<file path="config.mk">
export PLATFORM = sky130hd
export DESIGN_NAME = ssri_top
export DESIGN_NICKNAME = d
export VERILOG_FILES = /design/src/rtl/ssri_pkg.sv /design/src/rtl/ssri_evt_if.sv /design/src/rtl/ssri_top.sv /design/src/rtl/ssri_evt_capture.sv
export SDC_FILE = /design/constraint.sdc
export NUM_CORES = 1
export LEC_CHECK = 0
export BUFFER_PORTS_ARGS = -buffer_cell sky130_fd_sc_hd__buf_2
export CAP_MARGIN = 10
export CORE_MARGIN = 2
export CORE_UTILIZATION = 30
export CTS_CLUSTER_DIAMETER = 100
export DETAILED_ROUTE_END_ITERATION = 7
export GPL_TIMING_DRIVEN = 0
export PLACE_DENSITY = 0.55
export SLEW_MARGIN = 20
export SYNTH_ARGS = -nofsm -noshare
export SYNTH_HDL_FRONTEND = slang
export SYNTH_SLANG_ARGS = --single-unit
</file>
<file path="constraint.sdc">
create_clock -name i_clk -period 3.05 [get_ports i_clk]
set_clock_uncertainty 0.15 [all_clocks]
set_input_delay 0 -clock i_clk [delete_from_list [all_inputs] [get_ports i_clk]]
set_output_delay 0 -clock i_clk [all_outputs]
set_load 0.005 [all_outputs]
</file>
<file path="src/rtl/ssri_pkg.sv">
/*
 * Shared constants for the system control soft reset and interrupt block.
 * Assumes a 32-bit AXI4-Lite register bus and seven event sources.
 */
package ssri_pkg;

    // ------------------------------------------------------------
    // Register offsets (byte addresses)
    // ------------------------------------------------------------
    localparam logic [7:0] OFS_PERIPH_CAP = 8'h14;
    localparam logic [7:0] OFS_GPIO_CAP   = 8'h1C;
    localparam logic [7:0] OFS_BOR_CTL    = 8'h30;
    localparam logic [7:0] OFS_PERIPH_RST = 8'h44;
    localparam logic [7:0] OFS_GPIO_RST   = 8'h48;
    localparam logic [7:0] OFS_RAW        = 8'h50;
    localparam logic [7:0] OFS_MASK       = 8'h54;
    localparam logic [7:0] OFS_MASKED     = 8'h58;

    // ------------------------------------------------------------
    // Field positions and widths
    // ------------------------------------------------------------
    localparam int EVT_W          = 7;
    localparam int GPIO_W         = 3;
    localparam int BOR_W          = 16;
    localparam int BIT_CMP_ONE    = 25;
    localparam int BIT_CMP_ZERO   = 24;
    localparam int BIT_TIMER1     = 17;
    localparam int BIT_TIMER0     = 16;
    localparam int BIT_SYNC_SER   = 4;
    localparam int BIT_FIRST_UART = 0;
    localparam int BIT_PLL_LOCK   = 6;
    localparam int BIT_CUR_LIMIT  = 5;
    localparam int BIT_BOOT_OSC   = 4;
    localparam int BIT_MAIN_OSC   = 3;
    localparam int BIT_REG_LOSS   = 2;
    localparam int BIT_BROWNOUT   = 1;
    localparam int BIT_PLL_FAULT  = 0;
    localparam int BIT_BOR_SELECT = 1;

    // Implemented bits of the peripheral reset register.
    localparam logic [31:0] PERIPH_IMPL = 32'h0303_0011;

    // ------------------------------------------------------------
    // Reset values
    // ------------------------------------------------------------
    localparam logic [31:0]       PERIPH_RST_VAL = 32'h0000_0000;
    localparam logic [GPIO_W-1:0] GPIO_RST_VAL   = 3'h0;
    localparam logic [EVT_W-1:0]  MASK_RST_VAL   = 7'h00;
    localparam logic [EVT_W-1:0]  RAW_RST_VAL    = 7'h00;
    localparam logic [BOR_W-1:0]  BOR_CTL_RST    = 16'h7FFD;

    // ------------------------------------------------------------
    // AXI responses
    // ------------------------------------------------------------
    localparam logic [1:0] RESP_OKAY   = 2'h0;
    localparam logic [1:0] RESP_SLVERR = 2'h2;

endpackage

</file>
<file path="src/rtl/ssri_evt_if.sv">
/*
 * Carrier between the register front end and the event capture logic.
 * Assumes both ends run on the same clock.
 */
`timescale 1ns/1ps
interface ssri_evt_if
    import ssri_pkg::*;
();
    logic [EVT_W-1:0] raw;
    logic [EVT_W-1:0] clear;

    modport capture (input clear, output raw);
    modport control (input raw, output clear);
endinterface

</file>
<file path="src/rtl/ssri_top.sv">
/*
 * System control soft reset and interrupt block with an AXI4-Lite slave.
 * Assumes one clock, a synchronous reset and asynchronous event pins.
 */
// What this block does
// - Writes to peripheral reset bits are gated by the peripheral capability mask.
// - Writes to GPIO port reset bits are gated by the GPIO capability mask.
// - Peripheral reset holds comparator 1 and 0 bits at 25, 24, cleared.
// - Peripheral reset holds timer 1 and 0 bits at 17, 16, cleared.
// - Peripheral reset holds serial bit 4 and UART bit 0, cleared.
// - GPIO reset holds port C, B, A bits at 2, 1, 0, cleared.
// - Reserved bits read as zero, except BOR control bits 14 to 2 and bit 0, which reset to one; software must not change them.
// - Raw status is read only, hardware driven, zero after reset.
// - Raw bit 6 sets when the PLL lock timer fires.
// - Raw bit 5 sets when the regulator current limit asserts.
// - Raw bit 4 sets on a boot oscillator fault.
// - Raw bit 3 sets on a main oscillator fault.
// - Raw bit 2 sets when the regulator output loses regulation.
// - Raw bit 1 records brown-out; interrupts only if enabled and select clear.
// - Raw bit 0 sets when the PLL stops oscillating.
// - Mask bits 6 to 0 pass matching raw bits to the interrupt; bit 1 passes only while the brown-out select is clear.
// - Mask bits reset to zero so nothing interrupts until enabled.
// - Masked status reads raw AND mask; writing one clears the raw bit, not the mask.
// - Brown-out select set gives a system reset, clear gives an interrupt.
`timescale 1ns/1ps
module ssri_top
    import ssri_pkg::*;
#(
    parameter int                ADDR_W     = 8,
    parameter logic [31:0]       PERIPH_CAP = 32'h0303_0011,
    parameter logic [GPIO_W-1:0] GPIO_CAP   = 3'h7
)
(
    input  wire logic              i_clk,
    input  wire logic              i_rst,
    input  wire logic [ADDR_W-1:0] i_awaddr,
    input  wire logic              i_awvalid,
    output logic                   o_awready,
    input  wire logic [31:0]       i_wdata,
    input  wire logic [3:0]        i_wstrb,
    input  wire logic              i_wvalid,
    output logic                   o_wready,
    output logic [1:0]             o_bresp,
    output logic                   o_bvalid,
    input  wire logic              i_bready,
    input  wire logic [ADDR_W-1:0] i_araddr,
    input  wire logic              i_arvalid,
    output logic                   o_arready,
    output logic [31:0]            o_rdata,
    output logic [1:0]             o_rresp,
    output logic                   o_rvalid,
    input  wire logic              i_rready,
    input  wire logic              i_pll_lock,
    input  wire logic              i_current_limit,
    input  wire logic              i_boot_osc_fault,
    input  wire logic              i_main_osc_fault,
    input  wire logic              i_regulator_loss,
    input  wire logic              i_brownout,
    input  wire logic              i_pll_fault,
    output logic [31:0]            o_periph_reset,
    output logic [GPIO_W-1:0]      o_gpio_reset,
    output logic                   o_brownout_sys_reset,
    output logic                   o_irq
);

    // ------------------------------------------------------------
    // State
    // ------------------------------------------------------------
    typedef struct packed {
        logic              aw_got;
        logic              w_got;
        logic [ADDR_W-1:0] awaddr;
        logic [31:0]       wdata;
        logic [3:0]        wstrb;
        logic              bvalid;
        logic [1:0]        bresp;
        logic              rvalid;
        logic [31:0]       rdata;
        logic [1:0]        rresp;
        logic [31:0]       periph_rst;
        logic [GPIO_W-1:0] gpio_rst;
        logic [EVT_W-1:0]  mask;
        logic [BOR_W-1:0]  bor_ctl;
    } ssri_state_t;

    ssri_state_t s;
    ssri_state_t next_s;

    ssri_evt_if evt ();

    logic [EVT_W-1:0] enabled;
    logic             commit;
    logic             bor_sel;

    // ------------------------------------------------------------
    // Helpers
    // ------------------------------------------------------------
    function automatic logic [7:0] low_ofs(input logic [ADDR_W-1:0] a);
        return {a[7:2], 2'b00};
    endfunction

    function automatic logic is_mapped(input logic [ADDR_W-1:0] a);
        logic [7:0] o;
        o = low_ofs(a);
        return ((a >> 8) == '0) &&
               (o == OFS_PERIPH_CAP || o == OFS_GPIO_CAP ||
                o == OFS_BOR_CTL    || o == OFS_PERIPH_RST ||
                o == OFS_GPIO_RST   || o == OFS_RAW ||
                o == OFS_MASK       || o == OFS_MASKED);
    endfunction

    function automatic logic [31:0] merge(input logic [31:0] old,
                                          input logic [31:0] wd,
                                          input logic [3:0]  st);
        logic [31:0] r;
        r = old;
        for (int b = 0; b < 4; b++)
        begin
            if (st[b])
            begin
                r[b*8 +: 8] = wd[b*8 +: 8];
            end
        end
        return r;
    endfunction

    // ------------------------------------------------------------
    // Event capture
    // ------------------------------------------------------------
    ssri_evt_capture u_cap (
        .i_clk    (i_clk),
        .i_rst    (i_rst),
        .i_events ({i_pll_lock, i_current_limit, i_boot_osc_fault,
                    i_main_osc_fault, i_regulator_loss, i_brownout,
                    i_pll_fault}),
        .evt      (evt.capture)
    );

    // ------------------------------------------------------------
    // Interrupt and brown-out routing
    // ------------------------------------------------------------
    assign bor_sel = s.bor_ctl[BIT_BOR_SELECT];

    // The brown-out term is dropped while the select routes it to reset.
    always_comb
    begin
        enabled = evt.raw & s.mask;
        enabled[BIT_BROWNOUT] = evt.raw[BIT_BROWNOUT] & s.mask[BIT_BROWNOUT]
                                & ~bor_sel;
    end

    assign o_irq = |enabled;

    // The raw bit already carries two synchroniser stages, so the reset
    // request follows the pin by three cycles.
    assign o_brownout_sys_reset = evt.raw[BIT_BROWNOUT] & bor_sel;

    // ------------------------------------------------------------
    // Bus handshakes
    // ------------------------------------------------------------
    assign o_awready = ~s.aw_got & ~s.bvalid;
    assign o_wready  = ~s.w_got & ~s.bvalid;
    assign o_arready = ~s.rvalid;
    assign commit    = s.aw_got & s.w_got;

    always_comb
    begin
        evt.clear = '0;
        if (commit && low_ofs(s.awaddr) == OFS_MASKED && (s.awaddr >> 8) == '0
            && s.wstrb[0])
        begin
            evt.clear = s.wdata[EVT_W-1:0];
        end
    end

    // ------------------------------------------------------------
    // Register file
    // ------------------------------------------------------------
    always_comb
    begin
        logic [31:0] m;
        m      = '0;
        next_s = s;
        if (i_awvalid && o_awready)
        begin
            next_s.aw_got = 1'b1;
            next_s.awaddr = i_awaddr;
        end
        if (i_wvalid && o_wready)
        begin
            next_s.w_got = 1'b1;
            next_s.wdata = i_wdata;
            next_s.wstrb = i_wstrb;
        end
        if (commit)
        begin
            next_s.aw_got = 1'b0;
            next_s.w_got  = 1'b0;
            next_s.bvalid = 1'b1;
            next_s.bresp  = is_mapped(s.awaddr) ? RESP_OKAY : RESP_SLVERR;
            if ((s.awaddr >> 8) == '0)
            begin
                unique case (low_ofs(s.awaddr))
                    OFS_PERIPH_RST:
                    begin
                        m = merge(s.periph_rst, s.wdata, s.wstrb);
                        next_s.periph_rst = m & PERIPH_CAP & PERIPH_IMPL;
                    end
                    OFS_GPIO_RST:
                    begin
                        m = merge({29'h0, s.gpio_rst}, s.wdata, s.wstrb);
                        next_s.gpio_rst = m[GPIO_W-1:0] & GPIO_CAP;
                    end
                    OFS_MASK:
                    begin
                        m = merge({25'h0, s.mask}, s.wdata, s.wstrb);
                        next_s.mask = m[EVT_W-1:0];
                    end
                    OFS_BOR_CTL:
                    begin
                        m = merge({16'h0, s.bor_ctl}, s.wdata, s.wstrb);
                        next_s.bor_ctl = m[BOR_W-1:0];
                    end
                    default:
                    begin
                        m = '0;
                    end
                endcase
            end
        end
        if (s.bvalid && i_bready)
        begin
            next_s.bvalid = 1'b0;
        end
        if (i_arvalid && o_arready)
        begin
            next_s.rvalid = 1'b1;
            next_s.rresp  = is_mapped(i_araddr) ? RESP_OKAY : RESP_SLVERR;
            next_s.rdata  = '0;
            if ((i_araddr >> 8) == '0)
            begin
                unique case (low_ofs(i_araddr))
                    OFS_PERIPH_CAP: next_s.rdata = PERIPH_CAP;
                    OFS_GPIO_CAP:   next_s.rdata = {29'h0, GPIO_CAP};
                    OFS_BOR_CTL:    next_s.rdata = {16'h0, s.bor_ctl};
                    OFS_PERIPH_RST: next_s.rdata = s.periph_rst;
                    OFS_GPIO_RST:   next_s.rdata = {29'h0, s.gpio_rst};
                    OFS_RAW:        next_s.rdata = {25'h0, evt.raw};
                    OFS_MASK:       next_s.rdata = {25'h0, s.mask};
                    OFS_MASKED:     next_s.rdata = {25'h0, evt.raw & s.mask};
                    default:        next_s.rdata = '0;
                endcase
            end
        end
        else if (s.rvalid && i_rready)
        begin
            next_s.rvalid = 1'b0;
        end
    end

    always_ff @(posedge i_clk)
    begin
        if (i_rst)
        begin
            s            <= '0;
            s.periph_rst <= PERIPH_RST_VAL;
            s.gpio_rst   <= GPIO_RST_VAL;
            s.mask       <= MASK_RST_VAL;
            s.bor_ctl    <= BOR_CTL_RST;
        end
        else
        begin
            s <= next_s;
        end
    end

    // ------------------------------------------------------------
    // Outputs
    // ------------------------------------------------------------
    assign o_bvalid       = s.bvalid;
    assign o_bresp        = s.bresp;
    assign o_rvalid       = s.rvalid;
    assign o_rdata        = s.rdata;
    assign o_rresp        = s.rresp;
    assign o_periph_reset = s.periph_rst;
    assign o_gpio_reset   = s.gpio_rst;
endmodule

</file>
<file path="src/rtl/ssri_evt_capture.sv">
/*
 * Raw event status: synchronises event pins and keeps sticky raw bits.
 * Assumes event pins are asynchronous and the clear vector is one cycle.
 */
`timescale 1ns/1ps
module ssri_evt_capture
    import ssri_pkg::*;
(
    input  wire logic             i_clk,
    input  wire logic             i_rst,
    input  wire logic [EVT_W-1:0] i_events,
    ssri_evt_if.capture           evt
);

    typedef struct packed {
        logic [EVT_W-1:0] sync1;
        logic [EVT_W-1:0] sync2;
        logic [EVT_W-1:0] prev;
        logic [EVT_W-1:0] raw;
    } ssri_cap_t;

    ssri_cap_t s;
    ssri_cap_t next_s;

    // ------------------------------------------------------------
    // Capture
    // ------------------------------------------------------------
    // A rising edge sets the bit; a level would re-set it at once after
    // a clear and make the clear useless while the source stays high.
    always_comb
    begin
        next_s       = s;
        next_s.sync1 = i_events;
        next_s.sync2 = s.sync1;
        next_s.prev  = s.sync2;
        next_s.raw   = (s.raw & ~evt.clear) | (s.sync2 & ~s.prev);
    end

    always_ff @(posedge i_clk)
    begin
        if (i_rst)
        begin
            s <= '{RAW_RST_VAL, RAW_RST_VAL, RAW_RST_VAL, RAW_RST_VAL};
        end
        else
        begin
            s <= next_s;
        end
    end

    assign evt.raw = s.raw;
endmodule

</file>
Yosys cells after proc, flatten, opt, wreduce, memory -nomap -nowiden --
Index checks and enable logic that the tools add are counted.
Storage, ports and cells: bits of input ports 66, logic and storage cells 92, register bits after elaboration 138, output and inout bits 78
Operators by class: reduce and logical (&&, ||, !) cells 32, muxes and demuxes 6, bitwise operators 17, eq/ne operators 16
Operator list (number):
- $pmux W26 S8 | 1
- $eq A6 B5 Y1 const B | 10
- $eq A6 B3 Y1 const B | 4
- $and A7 B7 Y7 | 3
- $reduce_and A3 Y1 | 7
- $logic_or A1 B1 Y1 | 14
- $not A7 Y7 | 2
- $eq A6 B4 Y1 const B | 2
- $logic_and A1 B1 Y1 | 7
- $mux W7 | 1
- $or A7 B7 Y7 | 1
- $reduce_or A7 Y1 | 1
- $and A1 B1 Y1 | 6
- $not A1 Y1 | 5
- $mux W2 | 2
- $reduce_or A2 Y1 | 2
- $mux W1 | 2
- $reduce_bool A2 Y1 | 1

Logic depth before layout (Yosys ltp) --
Gate-level depths: netlist (run 1).
depth after elaboration 9, depth in mapped cells 6, mapped depth without buffers 5

Modules after synthesis --
From an unflattened synthesis (run 1), not the netlist that was laid out.
Second synthesis, totals: cells, all modules 582, area total of the unflattened synthesis 5265.0 sq um
By module, submodules not included:
- ssri_top | seq. area each 1761.7 sq um, area an instance 4270.3 sq um, cells an instance 502, times used 1
- ssri_evt_capture | seq. area each 560.5 sq um, area an instance 994.7 sq um, cells an instance 80, times used 1

Least setup slack after synthesis (run 1) --
Ideal clock, no wire load.
kind reg-to-reg, start reg s[138] (netlist bit), end reg s[16] (netlist bit), path slack 1.392 ns, data required time 2.772 ns, clock period less this slack 1.658 ns, stages on the path, launching flop included 7, path buffers 1, arrival 1.380 ns, cell sequence dfxtp_1 > nand2b_4 > nor4b_4 > and4b_1 > buf_6 > mux2i_1 > nor2_1
Between the ends: cells in the longest elaborated chain, start to end 2
RTL lines:
- start, declared | line ssri_top.sv:86 | ssri_state_t s;
- start signal, assigned | line ssri_top.sv:273 | s <= next_s;
- $eq A6 B5 Y1
- $reduce_and A3 Y1 (no source line)
Every way passes these cells. A chain may end at the register's enable or synchronous reset.

Worst setup path in the final report (run 1) --
start in i_araddr[4], end reg s (netlist bit o_rdata[1])
Between the ends: cells in the longest elaborated chain, start to end 2, elaborated cells between the ends (all ways) 9, classes of those cells eq/ne: 8; mux: 1
RTL lines:
- start, declared | line ssri_top.sv:46 | input wire logic [ADDR_W-1:0] i_araddr,
- $eq A6 B5 Y1 (tied with other cells) | line ssri_top.sv:242 | unique case (low_ofs(i_araddr))
- $pmux W26 S8 * | line ssri_top.sv:242
Every way passes the cells marked *; elsewhere a longest branch is shown, timed or not.

==> results of run 1 <==
-- critical path: stages --
cell and delay [ns]:
dlygate4sd3_1 0.53, buf_2 0.15, nor4b_1 0.54, dlygate4sd3_1 0.64, nand3_1 0.08, dlygate4sd3_1 0.57
a311oi_1 0.20
-- cell families after synthesis --
family | Yosys count | share of synthesized area [%]
AND/OR/NAND/NOR | 200 | 20.7
AO/OA/AOI/OAI | 123 | 15.3
flip-flops | 116 | 46.3
buffers and inverters | 104 | 13.6
multiplexers | 20 | 4.02
other | 1 | 0.0748
-- worst min path at each step --
| stage | start | end | depth (start not counted) |
|---|---|---|---|
| 2_1_floorplan | i_rready | o_rvalid$_SDFFE_PP0P_ | 1 |
| 3_3_place_gp | i_rready | o_rvalid$_SDFFE_PP0P_ | 2 |
| 3_5_place_dp | i_rready | o_rvalid$_SDFFE_PP0P_ | 2 |
| 4_1_cts | i_araddr[2] | o_rdata[3]$_SDFFE_PP0P_ | 6 |
| 5_1_grt | i_rst | o_rdata[8]$_SDFFE_PP0P_ | 3 |
| 6_report | i_rst | o_rdata[10]$_SDFFE_PP0P_ | 3 |
-- state kept, by name, summed over array words and instances (netlist names) --
register	count
o_bresp	1
bor_sel	1
u_cap.s	7
o_rdata	20
u_cap.next_s	14
s	54
o_rresp	1
u_cap.evt.raw	7
o_bvalid	1
o_rvalid	1
o_gpio_reset	3
o_periph_reset	6
-- power by group --
group          leakage, nW  internal [mW]  switching, mW
clock                0.267           1.16          0.628
combinational         1.83          0.170          0.161
sequential           0.945           1.57         0.0437
-- cell usage in the layout (no fill, tap or decap), types with 2 or more instances in the layout --
cell           count
dfxtp_1          116
buf_2             89
nand2_1           77
buf_4             73
a21oi_1           58
dlygate4sd3_1     53
conb_1            40
nor2_1            39
nor2b_1           32
o21ai_0           22
clkbuf_1          21
mux2i_1           19
clkbuf_16         17
a211o_1           14
inv_1             10
nand3_1           10
nand2b_1          10
a22o_1            10
and3_1             9
clkbuf_8           6
and2_1             5
a211oi_1           5
a22oi_1            2
nand2b_2           2
nand3b_1           2
nor4_4             2
nor4b_1            2
o21ai_1            2
a21o_1             2
a32oi_1            2
buf_6              2
clkinv_2           2
-- cell type report --
class,count,share of cell area [%]
repair buffers,140,13.9
inverters,10,0.540
well taps,220,3.96
clock buffers,28,7.58
flip-flops and latches,116,33.4
clock inverters,3,0.252
multi-input cells,383,31.0
plain buffers,94,9.29
-- through the flow --
step,hold WS [ns],total power [mW]
2_1_floorplan,-0.0510,1.82
3_3_place_gp,0.0499,1.92
3_5_place_dp,0.0419,1.92
4_1_cts,0.00161,3.77
5_1_grt,0.0371,3.88
6_report,0.0117,3.73
-- metal layers --
metal	global-route usage (%)	wire length (um)	vias up	part of all wire, %
met5	0	0	-	0
met4	6.44	278	0	2.2
met3	4.03	658	23	5.2
met2	21.8	5570	124	44
met1	18.9	6050	1878	48
li1	-	-	2203	-
==> flow_summary.toml, run 1 <==
[route]
via_per_inst = 4.25
drt_first_pass_iters = 4
avgRoutedWirePerCell_um = 12.6
drtIter0Drc = 186
drc = 0
vias = 4228
wl_um = 12600
ant_nets = 0

[worst_setup_path]
r2r_cells = 7
crit_path_end = "o_rdata[1]$_SDFFE_PP0P_"
required_ns = 3.21
end_kind = "register"
criticalPathCategory = "input port to register"
rr_startpoint = "s[140]$_SDFFE_PP0P_"
cp-startpoint = "i_araddr[4]"
startpoint_type = "input port"
path_max_fanout = 5
r2r_end = "s[101]$_SDFFE_PP0P_"
worstPathArrival_ns = 2.72
r2r_slack_ns = 0.81

[timing]
max_freq_mhz = 391
fin_crit_sh_pct = 83.8
tightestPinTransition_ns = 0.938
maxSlewHeadroom_pct = 36.9
tns_ns = 0
rsz0062_at_grt = "false"
timing.final.ws_setup_ns = 0.493
slew_viol_final = 0
period_needed_ns = 2.56
finalHoldViolCount = 0
finalSetupViolations = 0

[pwr]
p_leak_nw = 3.04
ir_worst_vdd_mv = 0.350
p_per_area_mw_per_mm2 = 537

[cells_and_area]
syn2layout_area_growth_pct = 38.5
post-route-util_pct = 42.2
antenna_cells = 0
fin_nets = 828
multi_input_area_mm2 = 0.00216
layout-drive-gt1-share_pct = 26.4
fillers = 1700
final_cell_area_mm2 = 0.00695
seq_area_mm2 = 0.00232
fin_cells = 994

[cts]
clockBufferDepth = 2
ctsHoldBuffers = 53
clk_pin_slew_ns = 0.05
postCtsSetupBuffers = 0
post_cts_resized = 0
clkLatencyLatePin_ns = 0.41
h-tree-depth = 4
cts-root-buf = "clkbuf_16"
cts_tree = "done"
clock_sinks = 116
cts_buffers = 17

[grt]
grt-ovfl-total = 0
grt_pass1_vias = 4001
track_usage_pct = 14.3
antenna_found_initial = 0
grt_max_degree = 17
grt_pass1_wl_um = 19900

[die]
ios = 144
start_util_pct = 30.5
row_count = 47
fp.dieW_um = 133
die_y_um = 133
die-area_mm2 = 0.0178
fp.coreArea_mm2 = 0.0165

[logic_synthesis]
ys.flop_type = "dfxtp_1"
yosys-top-cells-area = "dfxtp_1, buf_4, a21oi_1"
synth-edff-count = 0
synth_area_mm2 = 0.00502
syn_inst = 564
synth_warnings = 0
avgSynthCellArea_um2 = 8.89
synth_top_area_share_pct = 46.3
synth.most_common_cell = "dfxtp_1"
async_reset_ff_share_pct = 0
synth_top_cell_by_area = "dfxtp_1"
seq_area_frac_synth_pct = 46.3
ys_top_cells_by_count = "dfxtp_1, nand2_1, buf_4"
synth_cell_types = 46
ys_ff_latch = 116

[placement]
placed_cell_area_mm2 = 0.00587
portBuffers = 87
gp_congestion = 0.820
dp_cells = 910
pre_cts_slack_ns = 1.07
hpwlAfterDp_um = 9030

[worst_hold_path]
hold_path.class = "input port to register"

[run_status]
status = "complete, no violations"

[run]
drv_cap = 0
Power figures use the tool's default switching activity.
==> run 2, diff against run 1 <==
==> constraint.sdc (replaced) <==
create_clock -name i_clk -period 2.6 [get_ports i_clk]
set_clock_uncertainty 0.15 [all_clocks]
set_input_delay 0 -clock i_clk [delete_from_list [all_inputs] [get_ports i_clk]]
set_output_delay 0 -clock i_clk [all_outputs]
set_load 0.005 [all_outputs]
==> flow_summary.toml, run 2 (synthesis gave the netlist of run 1 again) <==
[run_status]
status = "complete, no violations"

[route]
avgRoutedWirePerCell_um = 12.7
drt_first_pass_iters = 4
drc = 0
vias = 4209
ant_nets = 0
wl_um = 12600
drtIter0Drc = 203
via_per_inst = 4.23

[cells_and_area]
fin_nets = 828
fin_cells = 994
largest_register_ffs = 54
layout-drive-gt1-share_pct = 26.5
layout_common_cells = "dfxtp_1, buf_2, nand2_1"
largest-register = "s"
syn2layout_area_growth_pct = 38.6
seq_area_mm2 = 0.00232
post-route-util_pct = 42.2
final_cell_area_mm2 = 0.00695
mostFrequentLayoutCell = "dfxtp_1"
multi_input_area_mm2 = 0.00216
antenna_cells = 0
fillers = 1700

[cts]
cts_buffers = 17
cts-root-buf = "clkbuf_16"
cts_tree = "done"
clockBufferDepth = 2
clk_pin_slew_ns = 0.05
h-tree-depth = 4
postCtsSetupBuffers = 0
clock_sinks = 116
clkLatencyLatePin_ns = 0.41

[worst_setup_path]
cp-startpoint = "i_araddr[4]"
cpMostUsedCell = "dlygate4sd3_1"
worstPathArrival_ns = 2.56
required_ns = 2.76
critPathMaxStageDelay_ns = 0.61
critPathBufInv = 4
crit_cells = 7
cpMaxStageDelayCell = "dlygate4sd3_1"
crit_path_cell_trace = "dlygate4sd3_1 > buf_2 > nor4b_2 > dlygate4sd3_1 > nand3_1 > dlygate4sd3_1 > a311oi_1"
r2r_slack_ns = 0.36
end_kind = "register"
rr_startpoint = "s[140]$_SDFFE_PP0P_"
startpoint_type = "input port"
crit_path_end = "o_rdata[1]$_SDFFE_PP0P_"
r2r_cells = 7
path_max_fanout = 5
cp_top_family = "buffers and inverters"
r2r_end = "s[101]$_SDFFE_PP0P_"
criticalPathCategory = "input port to register"

[grt]
track_usage_pct = 14.3
grt-ovfl-total = 0
grt_pass1_wl_um = 19900
antenna_found_initial = 0
grt_max_degree = 17
grt_pass1_vias = 4001

[timing]
whs_ns = 0.0114
timing.final.ws_setup_ns = 0.202
finalSetupViolations = 0
fin_crit_sh_pct = 92.2
max_freq_mhz = 417
tightestPinTransition_ns = 0.940
maxSlewHeadroom_pct = 36.8
rsz0062_at_grt = "false"
period_needed_ns = 2.40
finalHoldViolCount = 0
tns_ns = 0
slew_viol_final = 0

[die]
ios = 144
fp.dieW_um = 133
die_y_um = 133
start_util_pct = 30.5
row_count = 47
fp.coreArea_mm2 = 0.0165
die-area_mm2 = 0.0178

[pwr]
p_leak_nw = 3.04
p_per_area_mw_per_mm2 = 629
ir_worst_vdd_mv = 0.405
fin_total_pwr_mw = 4.37

[placement]
placed_cell_area_mm2 = 0.00587
portBuffers = 87
dp_cells = 910
hpwlAfterDp_um = 9030
gp_congestion = 0.820
pre_cts_slack_ns = 0.625

[worst_hold_path]
min-delay-start = "i_rst"
hold_path.class = "input port to register"

[run]
drv_cap = 0
run 2: how the worst min path moves through the flow:
stage                                     endpoint  cells after the start  slack (ns)
final                     o_rdata[10]$_SDFFE_PP0P_                      3        0.01
after global routing       o_rdata[8]$_SDFFE_PP0P_                      3        0.04
after CTS                  o_rdata[3]$_SDFFE_PP0P_                      6       0.002
after detailed placement     o_rvalid$_SDFFE_PP0P_                      2        0.04
after global placement       o_rvalid$_SDFFE_PP0P_                      2        0.05
after floorplan              o_rvalid$_SDFFE_PP0P_                      1       -0.05
run 2: layout make-up:
cell class / instances / area share (%)
flip-flops and latches: 116 / 33.4
multi-input cells: 383 / 31.1
repair buffers: 140 / 13.9
plain buffers: 94 / 9.28
clock buffers: 28 / 7.57
well taps: 220 / 3.96
inverters: 10 / 0.540
clock inverters: 3 / 0.252
run 2: repair_timing:
| item | CTS | global route |
|---|---|---|
| endpoints found under the hold margin | 54 | 0 |
| gates resized for setup | 0 | 1 |
| endpoints found under the setup margin | 0 | 1 |
| hold buffers | 53 | 0 |
run 2: tightest hold or removal path, stage by stage:
cell	delay, ns
buf_2	0.09
nor2_1	0.15
a22o_1	0.27
run 2: per-layer routing:
metal  global-route usage, %  wire length (um)  vias to the layer above
met3                    4.03               655                       21
li1                        -                 -                     2197
met4                    6.44               257                        0
met2                    21.8              5630                      130
met5                       0                 0                        -
met1                    18.9              6070                     1861
run 2: power breakdown:
| group | internal (mW) | leakage [nW] | switching, mW |
|---|---|---|---|
| clock | 1.36 | 0.267 | 0.732 |
| combinational | 0.200 | 1.83 | 0.189 |
| sequential | 1.84 | 0.945 | 0.0511 |
